## src/shift_latch_pkg.sv

```systemverilog
// shared widths, reset values and carrier types of the latched sink driver
package shift_latch_pkg;

   // ************************************************************
   // widths and depths
   // ************************************************************
   localparam int          DATA_W       = 8;
   localparam int          FIFO_DEPTH   = 16;

   // ************************************************************
   // reset values
   // ************************************************************
   localparam logic [7:0]  SHIFT_RST    = 8'h00;
   localparam logic [7:0]  STORAGE_RST  = 8'h00;
   localparam logic [7:0]  BUFFER_RST   = 8'h00;
   localparam logic        SERIAL_OUT_RST = 1'b0;
   localparam logic        CLEAR_N_RST  = 1'b0;
   localparam logic        OUT_EN_N_RST = 1'b1;

   // ************************************************************
   // carrier types
   // ************************************************************
   typedef struct packed {
      logic shift_clock;
      logic latch_clock;
      logic clear_n;
      logic out_en_n;
      logic serial_in;
   } pin_in_t;

   localparam pin_in_t PIN_RST = '{shift_clock: 1'b0, latch_clock: 1'b0,
                                   clear_n: CLEAR_N_RST, out_en_n: OUT_EN_N_RST,
                                   serial_in: 1'b0};

endpackage
```

## src/latch_fifo.sv

```systemverilog
// word buffer between the shift stages and the storage register
`timescale 1ns/1ps
module latch_fifo
   import shift_latch_pkg::*;
#(
   parameter int W     = DATA_W,
   parameter int DEPTH = FIFO_DEPTH
) (
   input  wire logic         clk,
   input  wire logic         rst_n,
   input  wire logic         flush,
   input  wire logic         in_valid,
   input  wire logic [W-1:0] in_data,
   output logic              in_ready,
   output logic              out_valid,
   output logic [W-1:0]      out_data,
   input  wire logic         out_ready
);

   localparam int AW = (DEPTH > 1) ? $clog2(DEPTH) : 1;
   localparam int CW = $clog2(DEPTH + 1);

   typedef struct packed {
      logic [DEPTH-1:0][W-1:0] mem;
      logic [AW-1:0]           wr;
      logic [AW-1:0]           rd;
      logic [CW-1:0]           cnt;
      logic                    full;
      logic                    empty;
   } fifo_state_t;

   fifo_state_t st_r;
   fifo_state_t st_nxt;
   logic        push;
   logic        pop;

   function automatic logic [AW-1:0] ptr_inc(input logic [AW-1:0] p);
      ptr_inc = (p == AW'(DEPTH - 1)) ? '0 : AW'(p + 1'b1);
   endfunction

   assign in_ready  = ~st_r.full;
   assign out_valid = ~st_r.empty;
   assign out_data  = st_r.mem[st_r.rd];
   assign push      = in_valid & ~st_r.full;
   assign pop       = out_ready & ~st_r.empty;

   always_comb begin
      st_nxt = st_r;
      if (flush) begin
         st_nxt.wr    = '0;
         st_nxt.rd    = '0;
         st_nxt.cnt   = '0;
      end else begin
         if (push) begin
            st_nxt.mem[st_r.wr] = in_data;
            st_nxt.wr           = ptr_inc(st_r.wr);
         end
         if (pop) begin
            st_nxt.rd = ptr_inc(st_r.rd);
         end
         if (push && !pop) begin
            st_nxt.cnt = CW'(st_r.cnt + 1'b1);
         end else if (pop && !push) begin
            st_nxt.cnt = CW'(st_r.cnt - 1'b1);
         end
      end
      st_nxt.full  = (st_nxt.cnt == CW'(DEPTH));
      st_nxt.empty = (st_nxt.cnt == '0);
   end

   always_ff @(posedge clk or negedge rst_n) begin
      if (!rst_n) begin
         st_r       <= '0;
         st_r.empty <= 1'b1;
      end else begin
         st_r <= st_nxt;
      end
   end

endmodule // latch_fifo

```

## src/shift_latch_driver.sv

```systemverilog
// serial-in latched driver with eight open-drain sink outputs
`timescale 1ns/1ps

module shift_latch_driver
   import shift_latch_pkg::*;
#(
   parameter int W     = DATA_W,
   parameter int DEPTH = FIFO_DEPTH
) (
   input  wire logic         SYS_CLK,
   input  wire logic         NRST,
   input  wire logic         SHIFT_CLOCK,
   input  wire logic         LATCH_CLOCK,
   input  wire logic         CLEAR_N,
   input  wire logic         OUT_ENABLE_N,
   input  wire logic         SERIAL_IN,
   input  wire logic         APPLY_READY,
   output logic              LATCH_READY,
   output logic              SERIAL_OUT,
   input  wire logic [W-1:0] SINK_OUT_I,
   output logic [W-1:0]      SINK_OUT_O,
   output logic [W-1:0]      SINK_OUT_OE
);

   // ************************************************************
   // state
   // ************************************************************
   typedef struct packed {
      pin_in_t      sync1;
      pin_in_t      sync2;
      logic         prev_shift;
      logic         prev_latch;
      logic [W-1:0] shift;
      logic [W-1:0] storage;
      logic [W-1:0] buffer;
      logic         serial_out;
      logic         latch_ready;
   } drv_state_t;

   drv_state_t   st_r;
   drv_state_t   st_nxt;
   pin_in_t      pins;
   logic         latch_push;
   logic         fifo_in_ready;
   logic         fifo_out_valid;
   logic [W-1:0] fifo_out_data;
   logic         fifo_pop;
   logic         clearing;

   function automatic logic rise(input logic prev, input logic cur);
      rise = cur & ~prev;
   endfunction

   // ************************************************************
   // pin sampling
   // ************************************************************
   always_comb begin
      pins.shift_clock = SHIFT_CLOCK;
      pins.latch_clock = LATCH_CLOCK;
      pins.clear_n     = CLEAR_N;
      pins.out_en_n    = OUT_ENABLE_N;
      pins.serial_in   = SERIAL_IN;
   end

   assign clearing   = ~st_r.sync2.clear_n;
   assign latch_push = rise(st_r.prev_latch, st_r.sync2.latch_clock) & ~clearing;
   assign fifo_pop   = APPLY_READY & ~clearing;

   // ************************************************************
   // latched word buffer
   // ************************************************************
   latch_fifo #(
      .W     (W),
      .DEPTH (DEPTH)
   ) u_fifo (
      .clk       (SYS_CLK),
      .rst_n     (NRST),
      .flush     (clearing),
      .in_valid  (latch_push),
      .in_data   (st_r.shift),
      .in_ready  (fifo_in_ready),
      .out_valid (fifo_out_valid),
      .out_data  (fifo_out_data),
      .out_ready (fifo_pop)
   );

   // ************************************************************
   // next state
   // ************************************************************
   always_comb begin
      st_nxt             = st_r;
      st_nxt.sync1       = pins;
      st_nxt.sync2       = st_r.sync1;
      st_nxt.prev_shift  = st_r.sync2.shift_clock;
      st_nxt.prev_latch  = st_r.sync2.latch_clock;
      st_nxt.latch_ready = fifo_in_ready;
      if (clearing) begin
         st_nxt.shift      = SHIFT_RST;
         st_nxt.storage    = STORAGE_RST;
         st_nxt.buffer     = BUFFER_RST;
         st_nxt.serial_out = SERIAL_OUT_RST;
      end else begin
         if (rise(st_r.prev_shift, st_r.sync2.shift_clock)) begin
            st_nxt.shift = {st_r.shift[W-2:0], st_r.sync2.serial_in};
         end
         if (rise(st_r.sync2.shift_clock, st_r.prev_shift)) begin
            st_nxt.serial_out = st_r.shift[W-1];
         end
         if (fifo_out_valid && fifo_pop) begin
            st_nxt.storage = fifo_out_data;
         end
         if (st_r.sync2.out_en_n) begin
            st_nxt.buffer = BUFFER_RST;
         end else begin
            st_nxt.buffer = st_r.storage;
         end
      end
   end

   always_ff @(posedge SYS_CLK or negedge NRST) begin
      if (!NRST) begin
         st_r.sync1       <= PIN_RST;
         st_r.sync2       <= PIN_RST;
         st_r.prev_shift  <= 1'b0;
         st_r.prev_latch  <= 1'b0;
         st_r.shift       <= SHIFT_RST;
         st_r.storage     <= STORAGE_RST;
         st_r.buffer      <= BUFFER_RST;
         st_r.serial_out  <= SERIAL_OUT_RST;
         st_r.latch_ready <= 1'b0;
      end else begin
         st_r <= st_nxt;
      end
   end

   // ************************************************************
   // outputs
   // ************************************************************
   assign SERIAL_OUT  = st_r.serial_out;
   assign LATCH_READY = st_r.latch_ready;
   assign SINK_OUT_O  = '0;
   assign SINK_OUT_OE = st_r.buffer;

endmodule // shift_latch_driver

```

## config.mk

```make
export PLATFORM = sky130hd
export DESIGN_NAME = shift_latch_driver
export DESIGN_NICKNAME = d
export VERILOG_FILES = /design/src/shift_latch_pkg.sv /design/src/latch_fifo.sv /design/src/shift_latch_driver.sv
export SDC_FILE = /design/constraint.sdc
export NUM_CORES = 1
export LEC_CHECK = 0
export BUFFER_PORTS_ARGS = -buffer_cell sky130_fd_sc_hd__buf_2
export CELL_PAD_IN_SITES_DETAIL_PLACEMENT = 0
export CELL_PAD_IN_SITES_GLOBAL_PLACEMENT = 1
export CORE_UTILIZATION = 30
export DETAILED_ROUTE_END_ITERATION = 10
export PLACE_DENSITY_LB_ADDON = 0.12
export SYNTH_ARGS = -nofsm -noshare
export SYNTH_HDL_FRONTEND = slang
export SYNTH_SLANG_ARGS = --single-unit
```

## constraint.sdc

```tcl
create_clock -name SYS_CLK -period 2.4 [get_ports SYS_CLK]
set_input_delay 0.48 -clock SYS_CLK [delete_from_list [all_inputs] [get_ports SYS_CLK]]
set_output_delay 0.48 -clock SYS_CLK [all_outputs]
set_load 0.02 [all_outputs]
```

==> impl_metrics.csv, run 1 <==
group,metric,value,unit
timing,hold-worst-slack,0.1355,ns
timing,fmax,503.0,MHz
setup_path,required,2.72,ns
die,pin_count,34,
die,die_w,169.1,um
global_routing,grt_overflow,0,
setup_path,crit_family,"simple AND/OR/NAND/NOR gates",
place,place_hpwl,12850,um
setup_path,cp-end-kind,"register",
timing,setup_ws,0.4121,ns
logic_synthesis,yosysWarnings,0,
die,coreArea,27180,um^2
clock_tree,cts.sinks,181,
timing,tightest_slew,0.8010,ns
clock_tree,clkTransAtPathRegs,0.08,ns
logic_synthesis,yosysTopAreaCellShare,53.17,%
timing,finalHoldViolCount,0,
timing,rsz0062_at_grt,"false",
setup_path,cp_max_fo,8,
timing,setup_viol,0,
hold_path,hp-class,"in -> reg",
logic_synthesis,synth_top_cell_by_area,"dfrtp_1",
timing,drv_slew,0,
logic_synthesis,syn_inst,649,
setup_path,cp-start-kind,"register",
cells_and_area,fin_nets,670,
clock_tree,cts_tree,"done",
drt,num_vias,4897,
status,outcome,"complete, no violations",
setup_path,crit_slowest_cell,"dfrtp_1",
logic_synthesis,syn_area_per_cell,12.91,um^2
clock_tree,cts-htree-levels,4,
drt,drt-total-wl,19430,um
setup_path,path_cells,"nor4b_2 > and2_1 > nand2_2 > mux2_1",
drt,avgViaCountPerCell,4.745,
power,power_leakage,4.524,nW
clock_tree,ctsLongestPathBuffers,2,
die,die_area,28590,um^2
global_routing,grt_max_degree,69,
cells_and_area,antenna_cells,0,
drt,drc_errors,0,
clock_tree,cts_setup_buffers,0,
cells_and_area,syn_to_final_growth,12.25,%
place,gp_congestion,0.7326,
global_routing,grt_pass1_vias,5284,
timing,slew_headroom,46.60,%
clock_tree,worstSkewPairLatency,0.44,ns
global_routing,antenna_found_initial,0,
cells_and_area,drive_gt1_share,19.39,%
logic_synthesis,synthDistinctLibCells,44,
die,fp.dieH,169.1,um
timing,finClkSkew,0.01186,ns
drt,wire_per_inst,18.83,um
place,place_ws,0.3509,ns
logic_synthesis,synth-seq-area-share,54.12,%
timing,fin_crit,1.988,ns
clock_tree,cts_made_buffers,17,
setup_path,slowest_delay,0.44,ns
power,pwr_density_cell,709.0,nW/um^2
setup_path,critPathKind,"reg -> reg",
setup_path,critPathArrivalTime,2.31,ns
logic_synthesis,synthTopCellsByArea,"dfrtp_1, mux2_1, mux2_2, mux2i_1, o22ai_1",
place,io_buffers,17,
global_routing,grt_usage,14.73,%
global_routing,grt_pass1_wl,31260,um
clock_tree,cts-root-buf,"clkbuf_16",
drt,initialDrtViolationCount,226,
drt,first_pass_iters,4,
timing,tns,0,ns
setup_path,path_buf_inv,0,
die,start_util,30.82,%
run,maxCapViolCount,0,
cells_and_area,fillCellCount,2728,
logic_synthesis,synth_seq_cells,181,
drt,postRouteAntennaNets,0,
die,rows,60,
logic_synthesis,synth_area,8377,um^2
timing,period_share,82.83,%
power,peakVddDrop,282.3,uV
-- power breakdown --
group | internal [mW] | switching, mW | total [mW] | leakage [nW]
clock network | 1.40 | 1.32 | 2.72 | 0.277
registers | 3.12 | 0.0790 | 3.20 | 2.48
logic | 0.291 | 0.448 | 0.739 | 1.76
total | 4.82 | 1.85 | 6.67 | 4.52
-- sequential cells by signal (all words and copies together), names as in the netlist --
register,count
SINK_OUT_OE,8
u_fifo.st_r,143
LATCH_READY,1
st_nxt,7
SERIAL_OUT,1
st_r,21
-- layout by cell type, fill, tap and decap left out, types with 5 or more instances in the layout --
master / netlist / routed
a21oi_1: 24 / 24
conb_1: 1 / 8
buf_4: 16 / 11
nand2_2: 12 / 12
mux2_1: 140 / 140
nor3_1: 8 / 8
o21ai_0: 10 / 10
o21bai_1: 8 / 8
inv_8: 0 / 5
clkbuf_16: 0 / 17
nand2b_1: 6 / 6
ha_1: 7 / 7
nor2_1: 23 / 23
buf_2: 13 / 16
o32ai_1: 9 / 9
dfrtp_1: 178 / 177
mux2_2: 37 / 37
inv_1: 8 / 8
mux2i_1: 26 / 26
nand2_1: 18 / 18
o22ai_1: 25 / 25
and2_1: 12 / 12
-- worst register-to-register path, delay by kind of cell, from the launching register on --
family	cells	cell delay (ns)
AND/OR/NAND/NOR	3	1.05
flip-flops	1	0.44
multiplexers	1	0.39
-- routing by layer --
metal	share of wire (%)	global-route usage, %	vias up	wire length (um)
li1	-	-	2294	-
met1	49	20.06	2541	9550
met2	48	23.95	51	9231
met3	2.4	2.432	11	468
met4	0.92	4.622	0	178
met5	0	0	-	0
-- Yosys cell counts, drive strengths merged --
library cell,count
dfstp,3
nand3,7
conb,1
a221oi,2
nor2,23
mux2,177
o2bb2ai,1
a21oi,24
dfrtp,178
xor2,1
nand2,30
or3b,1
o32a,1
inv,9
mux2i,27
or3,3
nor3,8
or2,1
nor3b,1
clkbuf,19
nor2b,3
o32ai,9
buf,42
xnor2,3
nor4b,2
a22oi,1
and2,12
o22ai,25
o21ai,10
a311oi,1
ha,7
nand4,1
nor4,1
o31ai,1
nand2b,6
o21bai,8
-- area by class of cell --
class | instances | area, um^2 | area share [%]
clock buffer | 18 | 439.2 | 4.671
timing repair buffer | 33 | 266.5 | 2.834
sequential | 181 | 4534 | 48.22
inverter | 9 | 33.78 | 0.3593
clock inverter | 14 | 132.6 | 1.411
multi-input combinational | 405 | 3531 | 37.55
tap | 372 | 465.4 | 4.950
-- repair_timing --
action	in CTS	in global routing
endpoints found under the hold margin	34	0
hold buffers	1	0
gates resized for setup	0	0
-- kinds of logic after synthesis --
logic type / after synthesis / synth area share, %
other: 1 / 0.04477
AND/OR/NAND/NOR: 99 / 6.990
XOR/XNOR: 4 / 0.4183
AO/OA/AOI/OAI: 83 / 6.274
multiplexers: 204 / 27.06
adder cells (fa/ha/maj): 7 / 1.046
buffers and inverters: 70 / 4.048
flip-flops: 181 / 54.12
-- path summary, 6_finish.rpt --
check / startpoint / end / slack, ns / depth (start not counted)
max: u_fifo.st_r[1] / u_fifo.st_r[35] / 0.41 / 4
min: OUT_ENABLE_N / st_nxt[29] / 0.14 / 1
max reg2reg: u_fifo.st_r[1] / u_fifo.st_r[35] / 0.41 / 4
min reg2reg: st_nxt[28] / st_r[28] / 0.35 / 0
max in group asynchronous: NRST / st_nxt[29] / 1.15 / 3
min in group asynchronous: NRST / u_fifo.st_r[132] / 0.54 / 2
-- stage by stage --
step                      utilization (%)  std cells  area, um^2  power (mW)
after detailed placement            32.46        999        8821       4.011
after global placement              32.46        999        8821       4.007
after floorplan                         -        656        8403       3.747
after global routing                34.60       1032        9403       6.977
after CTS                           34.60       1032        9403       6.765
final                               34.60       1032        9403       6.667
(Power assumes the default switching activity.)
==> inputs of run 2 (changes only) <==
==> constraint.sdc (replaced) <==
create_clock -name SYS_CLK -period 2.1 [get_ports SYS_CLK]
set_input_delay 0.42 -clock SYS_CLK [delete_from_list [all_inputs] [get_ports SYS_CLK]]
set_output_delay 0.42 -clock SYS_CLK [all_outputs]
set_load 0.02 [all_outputs]
==> impl_metrics.csv, run 2 (synthesis gave the netlist of run 1 again) <==
group,metric,value,unit
setup_path,critPathKind,"reg -> reg",
clock_tree,worstSkewPairLatency,0.43,ns
drt,drt-total-wl,19400,um
timing,fin_crit,1.933,ns
global_routing,grt_overflow,0,
cells_and_area,antenna_cells,0,
timing,tightest_slew,0.7720,ns
drt,avgViaCountPerCell,4.717,
setup_path,r2r-start,"u_fifo.st_r[1]",
cells_and_area,layout_commonest_cell,"dfrtp_1",
place,gp_congestion,0.7106,
timing,tns,0,ns
timing,period_share,92.05,%
clock_tree,cts.sinks,181,
cells_and_area,design_area,9585,um^2
global_routing,grt_usage,14.66,%
clock_tree,cts-htree-levels,4,
timing,setup_viol,0,
cells_and_area,syn_to_final_growth,14.43,%
global_routing,antenna_found_initial,0,
setup_path,critPathArrivalTime,2.27,ns
clock_tree,cts_made_buffers,17,
drt,num_vias,4943,
status,outcome,"complete, no violations",
die,fp.dieH,169.1,um
setup_path,cp-end-kind,"register",
setup_path,required,2.44,ns
place,place_area,8954,um^2
die,rows,60,
timing,slew_headroom,48.53,%
setup_path,cp-start-kind,"register",
drt,first_pass_iters,4,
power,pwr_density_cell,806.2,nW/um^2
timing,rsz0062_at_grt,"false",
timing,fmax,517.3,MHz
die,die_w,169.1,um
power,finalPower,7.728,mW
setup_path,slowest_delay,0.39,ns
cells_and_area,drive_gt1_share,22.19,%
power,peakVddDrop,591.8,uV
clock_tree,ctsLongestPathBuffers,2,
drt,drc_errors,0,
drt,wire_per_inst,18.51,um
place,place_hpwl,13090,um
die,pin_count,34,
setup_path,r2r_cells,6,
drt,postRouteAntennaNets,0,
global_routing,grt_max_degree,56,
setup_path,crit_slowest_cell,"dfrtp_1",
timing,finalHoldViolCount,0,
power,power_leakage,4.635,nW
hold_path,min-delay-start,"OUT_ENABLE_N",
hold_path,worstHoldEndpoint,"st_nxt[29]",
global_routing,grt_pass1_wl,31440,um
clock_tree,clkTransAtPathRegs,0.08,ns
clock_tree,cts_setup_buffers,0,
cells_and_area,largest_reg_flops,143,
cells_and_area,fin_nets,686,
setup_path,r2r_end,"u_fifo.st_r[1]",
setup_path,crit_family,"simple AND/OR/NAND/NOR gates",
setup_path,path_cells,"buf_4 > nor3b_4 > nand3_1 > o32ai_2 > xnor2_1 > nor4b_2",
hold_path,whs_path_depth,1,
place,io_buffers,17,
cells_and_area,fin_util,35.27,%
die,coreArea,27180,um^2
drt,initialDrtViolationCount,215,
setup_path,path_buf_inv,1,
die,die_area,28590,um^2
setup_path,cp_max_fo,7,
die,start_util,30.82,%
setup_path,rrSetupSlack,0.17,ns
cells_and_area,largest_register,"u_fifo.st_r",
timing,finClkSkew,0.01543,ns
cells_and_area,layout.cells.most_common_list,"dfrtp_1, mux2_1, mux2_2",
clock_tree,cts-root-buf,"clkbuf_16",
global_routing,grt_pass1_vias,5375,
clock_tree,cts_tree,"done",
timing,drv_slew,0,
run,maxCapViolCount,0,
hold_path,hp-class,"in -> reg",
run 2: cell count changes in the layout (fill, tap and decap cells not counted), moves of 2 or more:
cell        delta
clkinv_8       +3
and2_2         +4
clkinvlp_4     -2
clkinv_4       -2
buf_4         +14
and2_1         -4
run 2: layout make-up:
type                            instances  area (um^2)
Clock buffer                           17        425.4
Clock inverter                         15        173.9
Fill cell                            2683        17590
Inverter                                9        33.78
Multi-Input combinational cell        405         3550
Sequential cell                       181         4534
Tap cell                              372        465.4
Timing Repair Buffer                   49        402.9
run 2: per-stage QoR:
stage          worst slack (ns)  hold WS, ns  instances
2_1_floorplan            0.3723       0.1244        656
3_3_place_gp            0.08868       0.3323       1015
3_5_place_dp            0.06326       0.3364       1015
4_1_cts                 0.03657      0.05708       1048
5_1_grt                 0.03145      0.05646       1048
6_report                 0.1669      0.07498       1048
run 2: layer usage:
| metal | vias up | part of all wire [%] | GRT usage (%) |
|---|---|---|---|
| li1 | 2316 | - | - |
| met1 | 2559 | 50 | 20.19 |
| met2 | 51 | 47 | 23.57 |
| met3 | 17 | 1.7 | 2.104 |
| met4 | 0 | 1.9 | 5.092 |
| met5 | - | 0 | 0 |
run 2: timing repair:
action | in CTS | in global routing
gates resized for setup | 0 | 7
hold endpoints to repair | 35 | 0
endpoints found under the setup margin | 0 | 42
hold buffers | 1 | 0
run 2: worst max path at each step:
stage / start / slack (ns) / cells after the start / end
floorplan: u_fifo.st_r[1] / 0.37 / 5 / u_fifo.st_r[1]
global placement: st_r[30] / 0.09 / 5 / u_fifo.st_r[35]
detailed placement: u_fifo.st_r[1] / 0.06 / 6 / u_fifo.st_r[1]
CTS: u_fifo.st_r[1] / 0.04 / 6 / u_fifo.st_r[1]
global route: u_fifo.st_r[1] / 0.03 / 6 / u_fifo.st_r[1]
finish: u_fifo.st_r[1] / 0.17 / 6 / u_fifo.st_r[1]
run 2: where the power goes:
group	leakage (nW)	internal, mW	switching, mW
clock network	0.294	1.62	1.57
registers	2.48	3.57	0.0754
logic	1.86	0.362	0.529
==> inputs of run 3 (changes only) <==
--- a/config.mk
+++ b/config.mk
@@ -10,7 +10,8 @@
 export CELL_PAD_IN_SITES_GLOBAL_PLACEMENT = 1
 export CORE_UTILIZATION = 30
 export DETAILED_ROUTE_END_ITERATION = 10
-export PLACE_DENSITY_LB_ADDON = 0.12
+export PLACE_DENSITY_LB_ADDON = 0.1
+export SKIP_CTS_REPAIR_TIMING = 1
 export SYNTH_ARGS = -nofsm -noshare
 export SYNTH_HDL_FRONTEND = slang
 export SYNTH_SLANG_ARGS = --single-unit
==> constraint.sdc (replaced) <==
create_clock -name SYS_CLK -period 2.1 [get_ports SYS_CLK]
set_input_delay 0.42 -clock SYS_CLK [delete_from_list [all_inputs] [get_ports SYS_CLK]]
set_output_delay 0.42 -clock SYS_CLK [all_outputs]
set_load 0.05 [all_outputs]
==> impl_metrics.csv, run 3 (synthesis gave the netlist of run 1 again) <==
group,metric,value,unit
setup_path,cp_max_fo,4,
timing,fin_crit,1.943,ns
clock_tree,clkTransAtPathRegs,0.08,ns
setup_path,r2r_cells,5,
timing,period_share,92.52,%
power,finalPower,7.764,mW
cells_and_area,layout_commonest_cell,"dfrtp_1",
place,place_area,8966,um^2
die,start_util,30.82,%
timing,finalHoldViolCount,0,
drt,postRouteAntennaNets,0,
drt,num_vias,4910,
timing,drv_slew,0,
die,pin_count,34,
setup_path,path_buf_inv,0,
hold_path,hp-class,"in -> reg",
clock_tree,cts_made_buffers,17,
timing,rsz0062_at_grt,"false",
setup_path,critPathArrivalTime,2.24,ns
cells_and_area,largest_reg_flops,143,
setup_path,cp_common_cell,"nor2_1",
cells_and_area,fin_nets,686,
setup_path,slowest_delay,0.48,ns
clock_tree,cts-root-buf,"clkbuf_16",
timing,setup_viol,0,
setup_path,crit_slowest_cell,"a221oi_1",
place,place_hpwl,13070,um
clock_tree,cts-htree-levels,4,
cells_and_area,layout.cells.most_common_list,"dfrtp_1, mux2_1, mux2_2",
drt,drt-total-wl,19760,um
global_routing,grt_pass1_wl,31680,um
global_routing,grt_overflow,0,
setup_path,path_cells,"or3b_1 > nor2_1 > nor2_1 > a221oi_1 > nor4b_2",
clock_tree,cts.sinks,181,
clock_tree,worstSkewPairLatency,0.43,ns
power,peakVddDrop,413.1,uV
global_routing,grt_max_degree,53,
run,maxCapViolCount,0,
timing,finClkSkew,0.01081,ns
die,die_area,28590,um^2
setup_path,cp-start-kind,"register",
setup_path,rrSetupSlack,0.16,ns
power,pwr_density_cell,811.1,nW/um^2
cells_and_area,drive_gt1_share,21.89,%
power,power_leakage,4.618,nW
clock_tree,ctsLongestPathBuffers,2,
hold_path,whs_path_depth,1,
clock_tree,cts_tree,"done",
global_routing,grt_usage,14.98,%
die,fp.dieH,169.1,um
die,die_w,169.1,um
cells_and_area,design_area,9573,um^2
hold_path,min-delay-start,"OUT_ENABLE_N",
setup_path,required,2.40,ns
place,io_buffers,17,
drt,first_pass_iters,6,
drt,wire_per_inst,18.86,um
hold_path,worstHoldEndpoint,"st_nxt[29]",
setup_path,crit_family,"simple AND/OR/NAND/NOR gates",
drt,initialDrtViolationCount,167,
cells_and_area,largest_register,"u_fifo.st_r",
global_routing,antenna_found_initial,0,
setup_path,r2r_end,"u_fifo.st_r[1]",
cells_and_area,syn_to_final_growth,14.28,%
place,gp_congestion,0.7391,
drt,avgViaCountPerCell,4.685,
timing,tns,0,ns
setup_path,r2r-start,"u_fifo.st_r[1]",
setup_path,cp-end-kind,"register",
global_routing,grt_pass1_vias,5295,
drt,drc_errors,0,
die,coreArea,27180,um^2
cells_and_area,antenna_cells,0,
timing,tightest_slew,0.7706,ns
die,rows,60,
status,outcome,"complete, no violations",
setup_path,critPathKind,"reg -> reg",
timing,fmax,514.7,MHz
timing,slew_headroom,48.63,%
==> run 3: cell count changes in the layout (fill, tap and decap cells not counted), sizes merged <==
cell / change
bufinv: +1
clkinv: -2
clkinvlp: +3
inv: -2
==> run 3: worst max-delay path by stage <==
stage	startpoint	to	slack, ns	cells after the start
floorplan	u_fifo.st_r[1]	u_fifo.st_r[1]	0.37	5
global placement	u_fifo.st_r[1]	u_fifo.st_r[31]	0.05	4
detailed placement	u_fifo.st_r[1]	u_fifo.st_r[31]	0.04	4
CTS	u_fifo.st_r[1]	u_fifo.st_r[31]	0.03	4
global route	u_fifo.st_r[1]	u_fifo.st_r[1]	0.02	5
finish	u_fifo.st_r[1]	u_fifo.st_r[1]	0.16	5
==> run 3: report_power, final <==
part / internal [mW] / switching [mW] / leakage, nW
Clock: 1.69 / 1.52 / 0.280
Sequential: 3.57 / 0.0858 / 2.48
Combinational: 0.352 / 0.547 / 1.85
Total: 5.61 / 2.15 / 4.62
==> run 3: metal layers <==
layer  GRT usage, %  routed length (um)  vias to the layer above
li1               -                   -                     2317
met1          21.10                9835                     2512
met2          23.36                9075                       62
met3          2.946                 603                       19
met4          4.191                 246                        0
met5              0                   0                        -
==> run 3: final cells by class <==
class / instances / area [um^2]
Clock buffer: 17 / 425.4
Clock inverter: 15 / 160.2
Fill cell: 2694 / 17600
Inverter: 9 / 33.78
Multi-Input combinational cell: 405 / 3542
Sequential cell: 181 / 4534
Tap cell: 372 / 465.4
Timing Repair Buffer: 49 / 411.6
==> run 3: through the flow <==
| stage | setup slack [ns] | std cells | utilization (%) | hold slack [ns] |
|---|---|---|---|---|
| floorplan | 0.3723 | 656 | - | 0.1244 |
| finish | 0.1571 | 1048 | 35.23 | 0.07828 |
| global route | 0.02054 | 1048 | 35.23 | 0.04919 |
| global placement | 0.05442 | 1015 | 32.99 | 0.3331 |
| CTS | 0.02993 | 1047 | 35.15 | -0.04501 |
| detailed placement | 0.04175 | 1015 | 32.99 | 0.3362 |
